[src/tap_pkg.sv]
// tap_pkg: constants and types of the test access port.
// assumes: used as tap_pkg::name by the port, its controller and their interface.
package tap_pkg;
	localparam int          IR_W         = 8;
	localparam int          BSR_LEN      = 391;
	localparam int          ID_W         = 32;
	localparam int          SYNC_STAGES  = 2;
	localparam logic [7:0]  OP_EXTEST    = 8'h00;
	localparam logic [7:0]  OP_SAMPLE    = 8'h01;
	localparam logic [7:0]  OP_IDCODE    = 8'h03;
	localparam logic [7:0]  OP_HIGHZ     = 8'h10;
	localparam logic [7:0]  OP_DEBUG_LO  = 8'h80;
	localparam logic [7:0]  OP_DEBUG_HI  = 8'hFE;
	localparam logic [7:0]  OP_BYPASS    = 8'hFF;
	// fixed low bits 01 as the standard port asks for on capture
	localparam logic [7:0]  IR_CAPTURE   = 8'h01;
	localparam logic [7:0]  IR_RESET     = OP_IDCODE;
	// arbitrary identity value, bit 0 set as the standard asks
	localparam logic [31:0] ID_DEFAULT   = 32'h0A5A_5001;
	localparam logic        BYPASS_CAPTURE = 1'b0;

	typedef enum logic [15:0] {
		TLR    = 16'h0001,
		RTI    = 16'h0002,
		SEL_DR = 16'h0004,
		CAP_DR = 16'h0008,
		SH_DR  = 16'h0010,
		EX1_DR = 16'h0020,
		PA_DR  = 16'h0040,
		EX2_DR = 16'h0080,
		UPD_DR = 16'h0100,
		SEL_IR = 16'h0200,
		CAP_IR = 16'h0400,
		SH_IR  = 16'h0800,
		EX1_IR = 16'h1000,
		PA_IR  = 16'h2000,
		EX2_IR = 16'h4000,
		UPD_IR = 16'h8000
	} tap_state_t;

	typedef enum logic [3:0] {
		SEL_BYPASS = 4'h1,
		SEL_BSR    = 4'h2,
		SEL_ID     = 4'h4,
		SEL_DEBUG  = 4'h8
	} dr_sel_t;
endpackage : tap_pkg

[src/tap_ctrl_if.sv]
// tap_ctrl_if: carries sampled test-clock events and the controller state.
// assumes: all signals live in the i_clk domain.
`timescale 1ns/100ps
interface tap_ctrl_if;
	logic                tck_rise;
	logic                tms;
	logic                trst;
	tap_pkg::tap_state_t state;
	modport fsm  (input tck_rise, input tms, input trst, output state);
	modport core (output tck_rise, output tms, output trst, input state);
endinterface : tap_ctrl_if

[src/tap_fsm.sv]
// tap_fsm: the sixteen-state test access port controller.
// assumes: tck_rise is a one-cycle pulse per test-clock rising edge.
`timescale 1ns/100ps
module tap_fsm (
	input  wire logic i_clk,
	input  wire logic i_rst,
	tap_ctrl_if.fsm   ctl
);
	tap_pkg::tap_state_t state_q;
	tap_pkg::tap_state_t state_d;
	wire logic           m;

	assign m = ctl.tms;
	assign ctl.state = state_q;

	// five rises with mode select high reach TLR from any state
	always_comb begin
		case (state_q)
		tap_pkg::TLR:    state_d = m ? tap_pkg::TLR    : tap_pkg::RTI;
		tap_pkg::RTI:    state_d = m ? tap_pkg::SEL_DR : tap_pkg::RTI;
		tap_pkg::SEL_DR: state_d = m ? tap_pkg::SEL_IR : tap_pkg::CAP_DR;
		tap_pkg::CAP_DR: state_d = m ? tap_pkg::EX1_DR : tap_pkg::SH_DR;
		tap_pkg::SH_DR:  state_d = m ? tap_pkg::EX1_DR : tap_pkg::SH_DR;
		tap_pkg::EX1_DR: state_d = m ? tap_pkg::UPD_DR : tap_pkg::PA_DR;
		tap_pkg::PA_DR:  state_d = m ? tap_pkg::EX2_DR : tap_pkg::PA_DR;
		tap_pkg::EX2_DR: state_d = m ? tap_pkg::UPD_DR : tap_pkg::SH_DR;
		tap_pkg::UPD_DR: state_d = m ? tap_pkg::SEL_DR : tap_pkg::RTI;
		tap_pkg::SEL_IR: state_d = m ? tap_pkg::TLR    : tap_pkg::CAP_IR;
		tap_pkg::CAP_IR: state_d = m ? tap_pkg::EX1_IR : tap_pkg::SH_IR;
		tap_pkg::SH_IR:  state_d = m ? tap_pkg::EX1_IR : tap_pkg::SH_IR;
		tap_pkg::EX1_IR: state_d = m ? tap_pkg::UPD_IR : tap_pkg::PA_IR;
		tap_pkg::PA_IR:  state_d = m ? tap_pkg::EX2_IR : tap_pkg::PA_IR;
		tap_pkg::EX2_IR: state_d = m ? tap_pkg::UPD_IR : tap_pkg::SH_IR;
		tap_pkg::UPD_IR: state_d = m ? tap_pkg::SEL_DR : tap_pkg::RTI;
		default:         state_d = tap_pkg::TLR;
		endcase
	end

	// test reset forces TLR; system reset i_rst forces it too
	always_ff @(posedge i_clk) begin
		if (i_rst || ctl.trst) begin
			state_q <= tap_pkg::TLR;
		end else if (ctl.tck_rise) begin
			state_q <= state_d;
		end
	end
endmodule : tap_fsm

[src/tap_port.sv]
// tap_port: test access port with instruction decode and data registers.
// assumes: i_clk is the running master clock, several times the test clock;
// test pins and sampled device pins arrive asynchronously.
`timescale 1ns/100ps
module tap_port #(
	parameter int          BSR_LEN = tap_pkg::BSR_LEN,
	parameter logic [31:0] ID_CODE = tap_pkg::ID_DEFAULT
) (
	input  wire logic               i_clk,
	input  wire logic               i_rst,
	input  wire logic               i_tck,
	input  wire logic               i_tms,
	input  wire logic               i_tdi,
	input  wire logic               i_trst_n,
	input  wire logic               i_trace_mode_select,
	input  wire logic [BSR_LEN-1:0] i_pin_sample,
	input  wire logic               i_debug_tdo,
	output logic                    o_tdo,
	output logic                    o_tdo_oe,
	output logic [BSR_LEN-1:0]      o_bsr_drive,
	output logic                    o_extest,
	output logic                    o_highz,
	output logic                    o_tap_reset,
	output logic                    o_debug_select,
	output logic [7:0]              o_debug_ir,
	output logic                    o_debug_capture,
	output logic                    o_debug_shift,
	output logic                    o_debug_update,
	output logic                    o_debug_tdi
);
	localparam int NS = 5;

	logic [NS-1:0]      meta_q;
	logic [NS-1:0]      sync_q;
	logic               tck_prev_q;
	logic [BSR_LEN-1:0] pin_meta_q;
	logic [BSR_LEN-1:0] pin_sync_q;
	logic [7:0]         ir_sh_q;
	logic [7:0]         ir_q;
	logic [BSR_LEN-1:0] bsr_q;
	logic [BSR_LEN-1:0] bsr_upd_q;
	logic [31:0]        id_q;
	logic               byp_q;

	tap_ctrl_if tif ();

	wire logic               tck_s;
	wire logic               tms_s;
	wire logic               tdi_s;
	wire logic               trst_n_s;
	wire logic               trace_s;
	wire logic               tck_rise;
	wire logic               tck_fall;
	wire tap_pkg::dr_sel_t   sel;
	wire tap_pkg::tap_state_t st;
	wire logic               cap_dr;
	wire logic               sh_dr;
	wire logic               upd_dr;
	wire logic               sh_ir;
	wire logic               dr_tdo;
	wire logic [BSR_LEN-1:0] bsr_shifted;

	// pin order: cell n of the chain is bit BSR_LEN-n, cell 1 nearest input
	function automatic tap_pkg::dr_sel_t decode(input logic [7:0] op,
		input logic trace);
		// reserved codes fall to bypass
		decode = tap_pkg::SEL_BYPASS;
		if ((op == tap_pkg::OP_EXTEST || op == tap_pkg::OP_SAMPLE) && !trace)
			decode = tap_pkg::SEL_BSR;
		else if (op == tap_pkg::OP_IDCODE)
			decode = tap_pkg::SEL_ID;
		else if (op >= tap_pkg::OP_DEBUG_LO && op <= tap_pkg::OP_DEBUG_HI)
			decode = tap_pkg::SEL_DEBUG;
	endfunction : decode

	assign tck_s    = sync_q[0];
	assign tms_s    = sync_q[1];
	assign tdi_s    = sync_q[2];
	assign trst_n_s = sync_q[3];
	assign trace_s  = sync_q[4];
	assign tck_rise = tck_s & ~tck_prev_q;
	assign tck_fall = ~tck_s & tck_prev_q;

	assign tif.tck_rise = tck_rise;
	assign tif.tms      = tms_s;
	assign tif.trst     = ~trst_n_s;
	assign st           = tif.state;

	// HIGHZ and BYPASS reach bypass through the default
	assign sel    = decode(ir_q, trace_s);
	assign cap_dr = tck_rise && st == tap_pkg::CAP_DR;
	assign sh_dr  = tck_rise && st == tap_pkg::SH_DR;
	assign upd_dr = tck_fall && st == tap_pkg::UPD_DR;
	assign sh_ir  = tck_rise && st == tap_pkg::SH_IR;

	// input into MSB, shift toward LSB
	assign bsr_shifted = {tdi_s, bsr_q[BSR_LEN-1:1]};

	assign dr_tdo = (sel == tap_pkg::SEL_BSR)   ? bsr_q[0] :
	                (sel == tap_pkg::SEL_ID)    ? id_q[0] :
	                (sel == tap_pkg::SEL_DEBUG) ? i_debug_tdo : byp_q;

	tap_fsm u_fsm (
		.i_clk (i_clk),
		.i_rst (i_rst),
		.ctl   (tif.fsm)
	);

	// two stages before use; test pins are never read from meta_q
	always_ff @(posedge i_clk) begin
		if (i_rst) begin
			meta_q     <= '0;
			sync_q     <= '0;
			tck_prev_q <= 1'b0;
		end else begin
			meta_q     <= {i_trace_mode_select, i_trst_n, i_tdi, i_tms, i_tck};
			sync_q     <= meta_q;
			tck_prev_q <= tck_s;
		end
	end

	always_ff @(posedge i_clk) begin
		pin_meta_q <= i_pin_sample;
		pin_sync_q <= pin_meta_q;
	end

	// instruction path
	always_ff @(posedge i_clk) begin
		if (i_rst) begin
			ir_sh_q <= tap_pkg::IR_CAPTURE;
			ir_q    <= tap_pkg::IR_RESET;
		end else if (st == tap_pkg::TLR) begin
			ir_q    <= tap_pkg::IR_RESET;
		end else if (tck_rise && st == tap_pkg::CAP_IR) begin
			ir_sh_q <= tap_pkg::IR_CAPTURE;
		end else if (sh_ir) begin
			ir_sh_q <= {tdi_s, ir_sh_q[7:1]};
		end else if (tck_fall && st == tap_pkg::UPD_IR) begin
			ir_q    <= ir_sh_q;
		end
	end

	// boundary chain, one continuous register
	always_ff @(posedge i_clk) begin
		if (i_rst) begin
			bsr_q     <= '0;
			bsr_upd_q <= '0;
		end else if (sel == tap_pkg::SEL_BSR) begin
			if (cap_dr)
				bsr_q <= pin_sync_q;
			else if (sh_dr)
				bsr_q <= bsr_shifted;
			if (upd_dr)
				bsr_upd_q <= bsr_q;
		end
	end

	// identification and bypass
	always_ff @(posedge i_clk) begin
		if (i_rst) begin
			id_q  <= ID_CODE;
			byp_q <= tap_pkg::BYPASS_CAPTURE;
		end else begin
			if (cap_dr && sel == tap_pkg::SEL_ID)
				id_q <= ID_CODE;
			else if (sh_dr && sel == tap_pkg::SEL_ID)
				id_q <= {tdi_s, id_q[31:1]};
			if (cap_dr && sel == tap_pkg::SEL_BYPASS)
				byp_q <= tap_pkg::BYPASS_CAPTURE;
			else if (sh_dr && sel == tap_pkg::SEL_BYPASS)
				byp_q <= tdi_s;
		end
	end

	// serial output changes on the falling test clock, as testers expect
	always_ff @(posedge i_clk) begin
		if (i_rst) begin
			o_tdo    <= 1'b0;
			o_tdo_oe <= 1'b0;
		end else if (tck_fall) begin
			o_tdo_oe <= (st == tap_pkg::SH_DR) || (st == tap_pkg::SH_IR);
			o_tdo    <= (st == tap_pkg::SH_IR) ? ir_sh_q[0] : dr_tdo;
		end
	end

	// test modes; trace mode blocks EXTEST, but HIGHZ still applies in it
	always_ff @(posedge i_clk) begin
		if (i_rst) begin
			o_extest        <= 1'b0;
			o_highz         <= 1'b0;
			o_tap_reset     <= 1'b1;
			o_bsr_drive     <= '0;
			o_debug_select  <= 1'b0;
			o_debug_ir      <= tap_pkg::IR_RESET;
			o_debug_capture <= 1'b0;
			o_debug_shift   <= 1'b0;
			o_debug_update  <= 1'b0;
			o_debug_tdi     <= 1'b0;
		end else begin
			o_extest    <= ir_q == tap_pkg::OP_EXTEST && !trace_s;
			o_highz     <= ir_q == tap_pkg::OP_HIGHZ;
			o_tap_reset <= st == tap_pkg::TLR;
			o_bsr_drive <= bsr_upd_q;
			o_debug_select  <= sel == tap_pkg::SEL_DEBUG;
			o_debug_ir      <= ir_q;
			o_debug_capture <= cap_dr && sel == tap_pkg::SEL_DEBUG;
			o_debug_shift   <= sh_dr && sel == tap_pkg::SEL_DEBUG;
			o_debug_update  <= upd_dr && sel == tap_pkg::SEL_DEBUG;
			o_debug_tdi     <= tdi_s;
		end
	end
endmodule : tap_port

[config.mk]
export PLATFORM = sky130hd
export DESIGN_NAME = tap_port
export DESIGN_NICKNAME = d
export VERILOG_FILES = /design/src/tap_pkg.sv /design/src/tap_ctrl_if.sv /design/src/tap_fsm.sv /design/src/tap_port.sv
export SDC_FILE = /design/constraint.sdc
export NUM_CORES = 2
export LEC_CHECK = 0
export ABC_CLOCK_PERIOD_IN_PS = 2440
export BUFFER_PORTS_ARGS = -buffer_cell sky130_fd_sc_hd__buf_2
export CORE_MARGIN = 8
export CORE_UTILIZATION = 42
export DETAILED_ROUTE_END_ITERATION = 6
export SYNTH_ARGS = -nofsm -noshare
export SYNTH_HDL_FRONTEND = slang
export SYNTH_HIERARCHICAL = 1
export SYNTH_SLANG_ARGS = --single-unit
[constraint.sdc]
create_clock -name i_clk -period 2.44 [get_ports i_clk]
set_clock_uncertainty 0.15 [all_clocks]
set_input_delay 0.366 -clock i_clk [delete_from_list [all_inputs] [get_ports i_clk]]
set_output_delay 0.366 -clock i_clk [all_outputs]
set_load 0.005 [all_outputs]
==> key figures <==
Outcome
  • Outcome: finished, final reports clean

Yosys
  • Post-synth EDFFs: 0
  • #FFs+latches synth: between 2000 and 2500
  • Post-Syn Nets: 5945
  • Seq/Total Area, Yosys: roughly two thirds
  • Synth Instances: 5546
  • Area share of the largest cell type after synthesis: between 60% and 70%
  • Leading area contributor after synthesis: dfxtp_1
  • Post-synthesis cell area: 0.06102 mm2
  • Avg Cell Area, Syn: 11.00 um2
  • Total number of yosys warnings: 6
  • Top cells by area, synth: dfxtp_1 67%, o21bai_1 4.6%, nand2b_1 4.3%, nor2b_1 4.2%, o22ai_1 4.1%
  • Synth unique cells: 66
  • Post-synthesis async set-or-reset flop share: 0%
  • Top_reg_cell synth: dfxtp_1

Setup path
  • Slowest cell on crit path: o32ai_4
  • CP Class: reg2reg
  • CP Cell Sequence: nor4_4, nand2_1, o32ai_4, buf_12, buf_12, o21bai_1, a21oi_1
  • Critical path startpoint category: register
  • CP most frequent cell: buf_12
  • Worst Setup End Kind: register
  • Worst flop-to-flop path startpoint: ir_q[7]
  • R2R Setup Slk: between 90 and 100 ps
  • Worst Path Arrival: about 3000 ps
  • Critical Path Fanout Max: just over 40
  • Cell depth of the worst flop-to-flop path: 7
  • CP Data Required Time: 3020 ps
  • Max incr delay on CP: 390 ps
  • FF-to-FF End: bsr_q[322]
  • Worst Setup SP: ir_q[7]

Floorplan
  • Boundary Pins: roughly 810
  • Die W: slightly below 400 um
  • Total core area: 0.1450 mm2
  • Initial core utilization: between 40% and 50%
  • Die Span Y: slightly below 400 um
  • Row count: 140
  • Die ar.: about 0.16 mm2

Placed design
  • Port Buffers: about 800
  • Gpl congestion: between 0.8 and 0.9
  • Placed cell areas: between 0.06 and 0.07 mm2
  • Post-DP HPWL: roughly 110000 um
  • Placed Instances: between 8000 and 9000

Timing
  • Post-layout min period: around 2300 ps
  • Final Max Slew Viols: 0
  • Final Cycle Share: 96.19%
  • RSZ-0062 raised after global routing: no
  • Hold Fails Final Rpt: 0
  • Slew HR: roughly half
  • Finish-stage setup viols: 0
  • Fin Setup TNS: 0 ps
  • Slew @ Worst Pin: approximately 770 ps
  • Highest Clock Rate: between 400 and 500 MHz

Global route
  • Total gr overflow: 0
  • First-pass GRT wire length: between 200000 and 300000 um
  • Top Usage Layer GRT: met2
  • Initial antenna violation count: 12
  • Overall routing resource usage: 20.96%
  • Met2 usage: a little over a third
  • Largest net degree at the start of global routing: 129
  • Vias in the first global route: 44520
  • Met1 GRT Util: 26.80%
  • M3 GR Usage: 4.671%

Finish
  • Area of the multi-input gates: 0.01778 mm2
  • Number of nets in the layout: about 7400
  • Final Instance Area: 0.08131 mm2
  • Final Core Density: 56.06%
  • Layout Cells excl Fill: roughly 9100
  • Fill cells: about 12000
  • Area Growth Syn to Fin: 33.25%
  • Layout cells sized above 1: a little under a fifth
  • Register area: 0.04102 mm2

Run
  • Max_cap viols: 0

Power
  • Leak Pwr: ~35 nW
  • Final Power: just under 70 mW
  • Worst IR Drop VDD: 0.6984 mV
  • Pwr dens: 830.9 mW/mm2

Routing
  • First drt pass iteration count: 6
  • Initial drt markers: 2793
  • Routed Antenna Nets: 0
  • DRC Markers: 0
  • Via density: about 4.8
  • Mean routed wirelength per cell: about 19 um
  • Vias: between 40000 and 50000
  • Final wirelength: 173200 um

Clocking
  • CTS Root Cell: clkbuf_16
  • Clock Latency Late Sink: between 800 and 900 ps
  • Clock-pin slew on the worst setup and hold paths: ~70 ps
  • CTS tree: yes
  • TritonCTS Buffers: around 200
  • H-tree depth: 4
  • Sink Count: roughly 2000
  • Deepest clock path buffer count: 3

Worst hold path
  • Hold path start: i_pin_sample[236]
  • Hold WC Path Type: in2reg
  • Hold path cells: 2
  • Hold EP: pin_meta_q[236]
-- final cells by class --
| cell class | instances | area share (%) |
|---|---|---|
| flip-flops and latches | 2049 | 50.45 |
| multi-input cells | 3051 | 21.87 |
| well taps | 1917 | 2.950 |
| repair buffers | 1690 | 16.22 |
| inverters | 21 | 0.09694 |
| clock buffers | 309 | 7.479 |
| clock inverters | 64 | 0.9110 |
| diodes | 8 | 0.02462 |
-- state kept, by name, summed over array words and instances, names as in the netlist, 5 cells and up --
signal and count:
u_fsm/ctl.state 16, id_q 32, o_bsr_drive 391, ir_sh_q 8, pin_meta_q 391, ir_q 8
sync_q 5, bsr_q 391, meta_q 5, o_debug_ir 8, pin_sync_q 391, bsr_upd_q 391
-- cell families after synthesis --
| group | Yosys count | share of synthesized area [%] |
|---|---|---|
| flip-flops | 2049 | 67.22 |
| AND/OR/NAND/NOR | 1405 | 12.69 |
| buffers and inverters | 446 | 3.672 |
| multiplexers | 8 | 0.1312 |
| AO/OA/AOI/OAI | 1630 | 16.17 |
| XOR/XNOR | 8 | 0.1148 |
-- synth_stat cells (2+ instances only) --
| master | count |
|---|---|
| buf_4 | 3 |
| o221ai_1 | 2 |
| o21ai_0 | 394 |
| buf_6 | 49 |
| nand4b_1 | 2 |
| o32ai_1 | 11 |
| nor3_1 | 17 |
| nand4_2 | 3 |
| nor2_1 | 55 |
| or2_2 | 4 |
| nand2_1 | 430 |
| nor2b_1 | 414 |
| a211oi_1 | 4 |
| nand2b_1 | 415 |
| a21oi_1 | 406 |
| dfxtp_1 | 2049 |
| mux2i_1 | 8 |
| o21bai_1 | 376 |
| buf_8 | 2 |
| nor4b_1 | 3 |
| xnor2_1 | 4 |
| inv_1 | 20 |
| and4_1 | 2 |
| a22oi_1 | 2 |
| nand4_1 | 10 |
| and2_1 | 4 |
| a211oi_2 | 15 |
| xor2_1 | 4 |
| nor3_2 | 2 |
| o211ai_1 | 2 |
| nor4_4 | 5 |
| o21a_1 | 2 |
| nor4_1 | 11 |
| or3_1 | 2 |
| o22ai_1 | 402 |
| o22ai_2 | 3 |
| or2_1 | 2 |
| clkbuf_1 | 235 |
| nand3_1 | 8 |
| buf_2 | 132 |
| buf_1 | 4 |
| nor4_2 | 4 |
-- per-layer routing --
| metal | up-vias | wire length [um] |
|---|---|---|
| met5 | - | 21 |
| met4 | 4 | 5874 |
| met3 | 299 | 9807 |
| met2 | 1162 | 82060 |
| met1 | 20840 | 75420 |
| li1 | 21850 | - |
-- cell usage in the layout, fill, tap and decap left out, types with 10 or more instances in the layout --
cell type,instances
nor3_1,17
inv_1,20
o32ai_1,11
clkbuf_16,207
buf_2,806
a211oi_2,15
clkbuf_8,56
clkbuf_1,48
o21bai_1,376
nor2_1,55
dlygate4sd3_1,699
bufinv_16,10
o22ai_1,402
a21oi_1,406
nor4_1,11
buf_12,58
nand2b_1,415
dfxtp_1,2049
nand2_1,430
o21ai_0,393
nor2b_1,414
nand4_1,10
buf_4,124
clkinv_2,31
-- power by group --
group,internal (mW),switching [mW]
Clock,18.2,13.0
Combinational,1.24,0.660
Sequential,34.2,0.296
-- metrics by stage --
stage / worst slack [ps] / hold WS, ps
floorplan: 267.4 / 159.6
global placement: 132.5 / 161.0
detailed placement: 84.87 / 162.1
CTS: 14.87 / 0.4510
global route: 7.790 / 4.188
finish: 92.89 / 64.83
-- worst max-delay path: cells and delay by family, from the launching register on --
kind	cells	cell delay (ps)
flip-flops	1	370
AND/OR/NAND/NOR	2	550
AO/OA/AOI/OAI	3	660
buffers and inverters	2	500
-- timing repair --
action / CTS / global route
resized for setup: 0 / 2
hold buffers: 698 / 1
endpoints found under the setup margin: 0 / 206
buffers inserted: 0 / 3
hold endpoints to repair: 437 / 1
-- worst max path at each step --
stage                            end  slack (ps)  cells past startpoint
final                     bsr_q[322]          90                      7
after global routing      bsr_q[339]           8                      7
after CTS                 bsr_q[339]          10                      7
after detailed placement  bsr_q[164]          80                      7
after global placement    bsr_q[186]         130                      7
after floorplan           bsr_q[368]         270                      8
No activity file was read; power rests on OpenSTA's default activity.
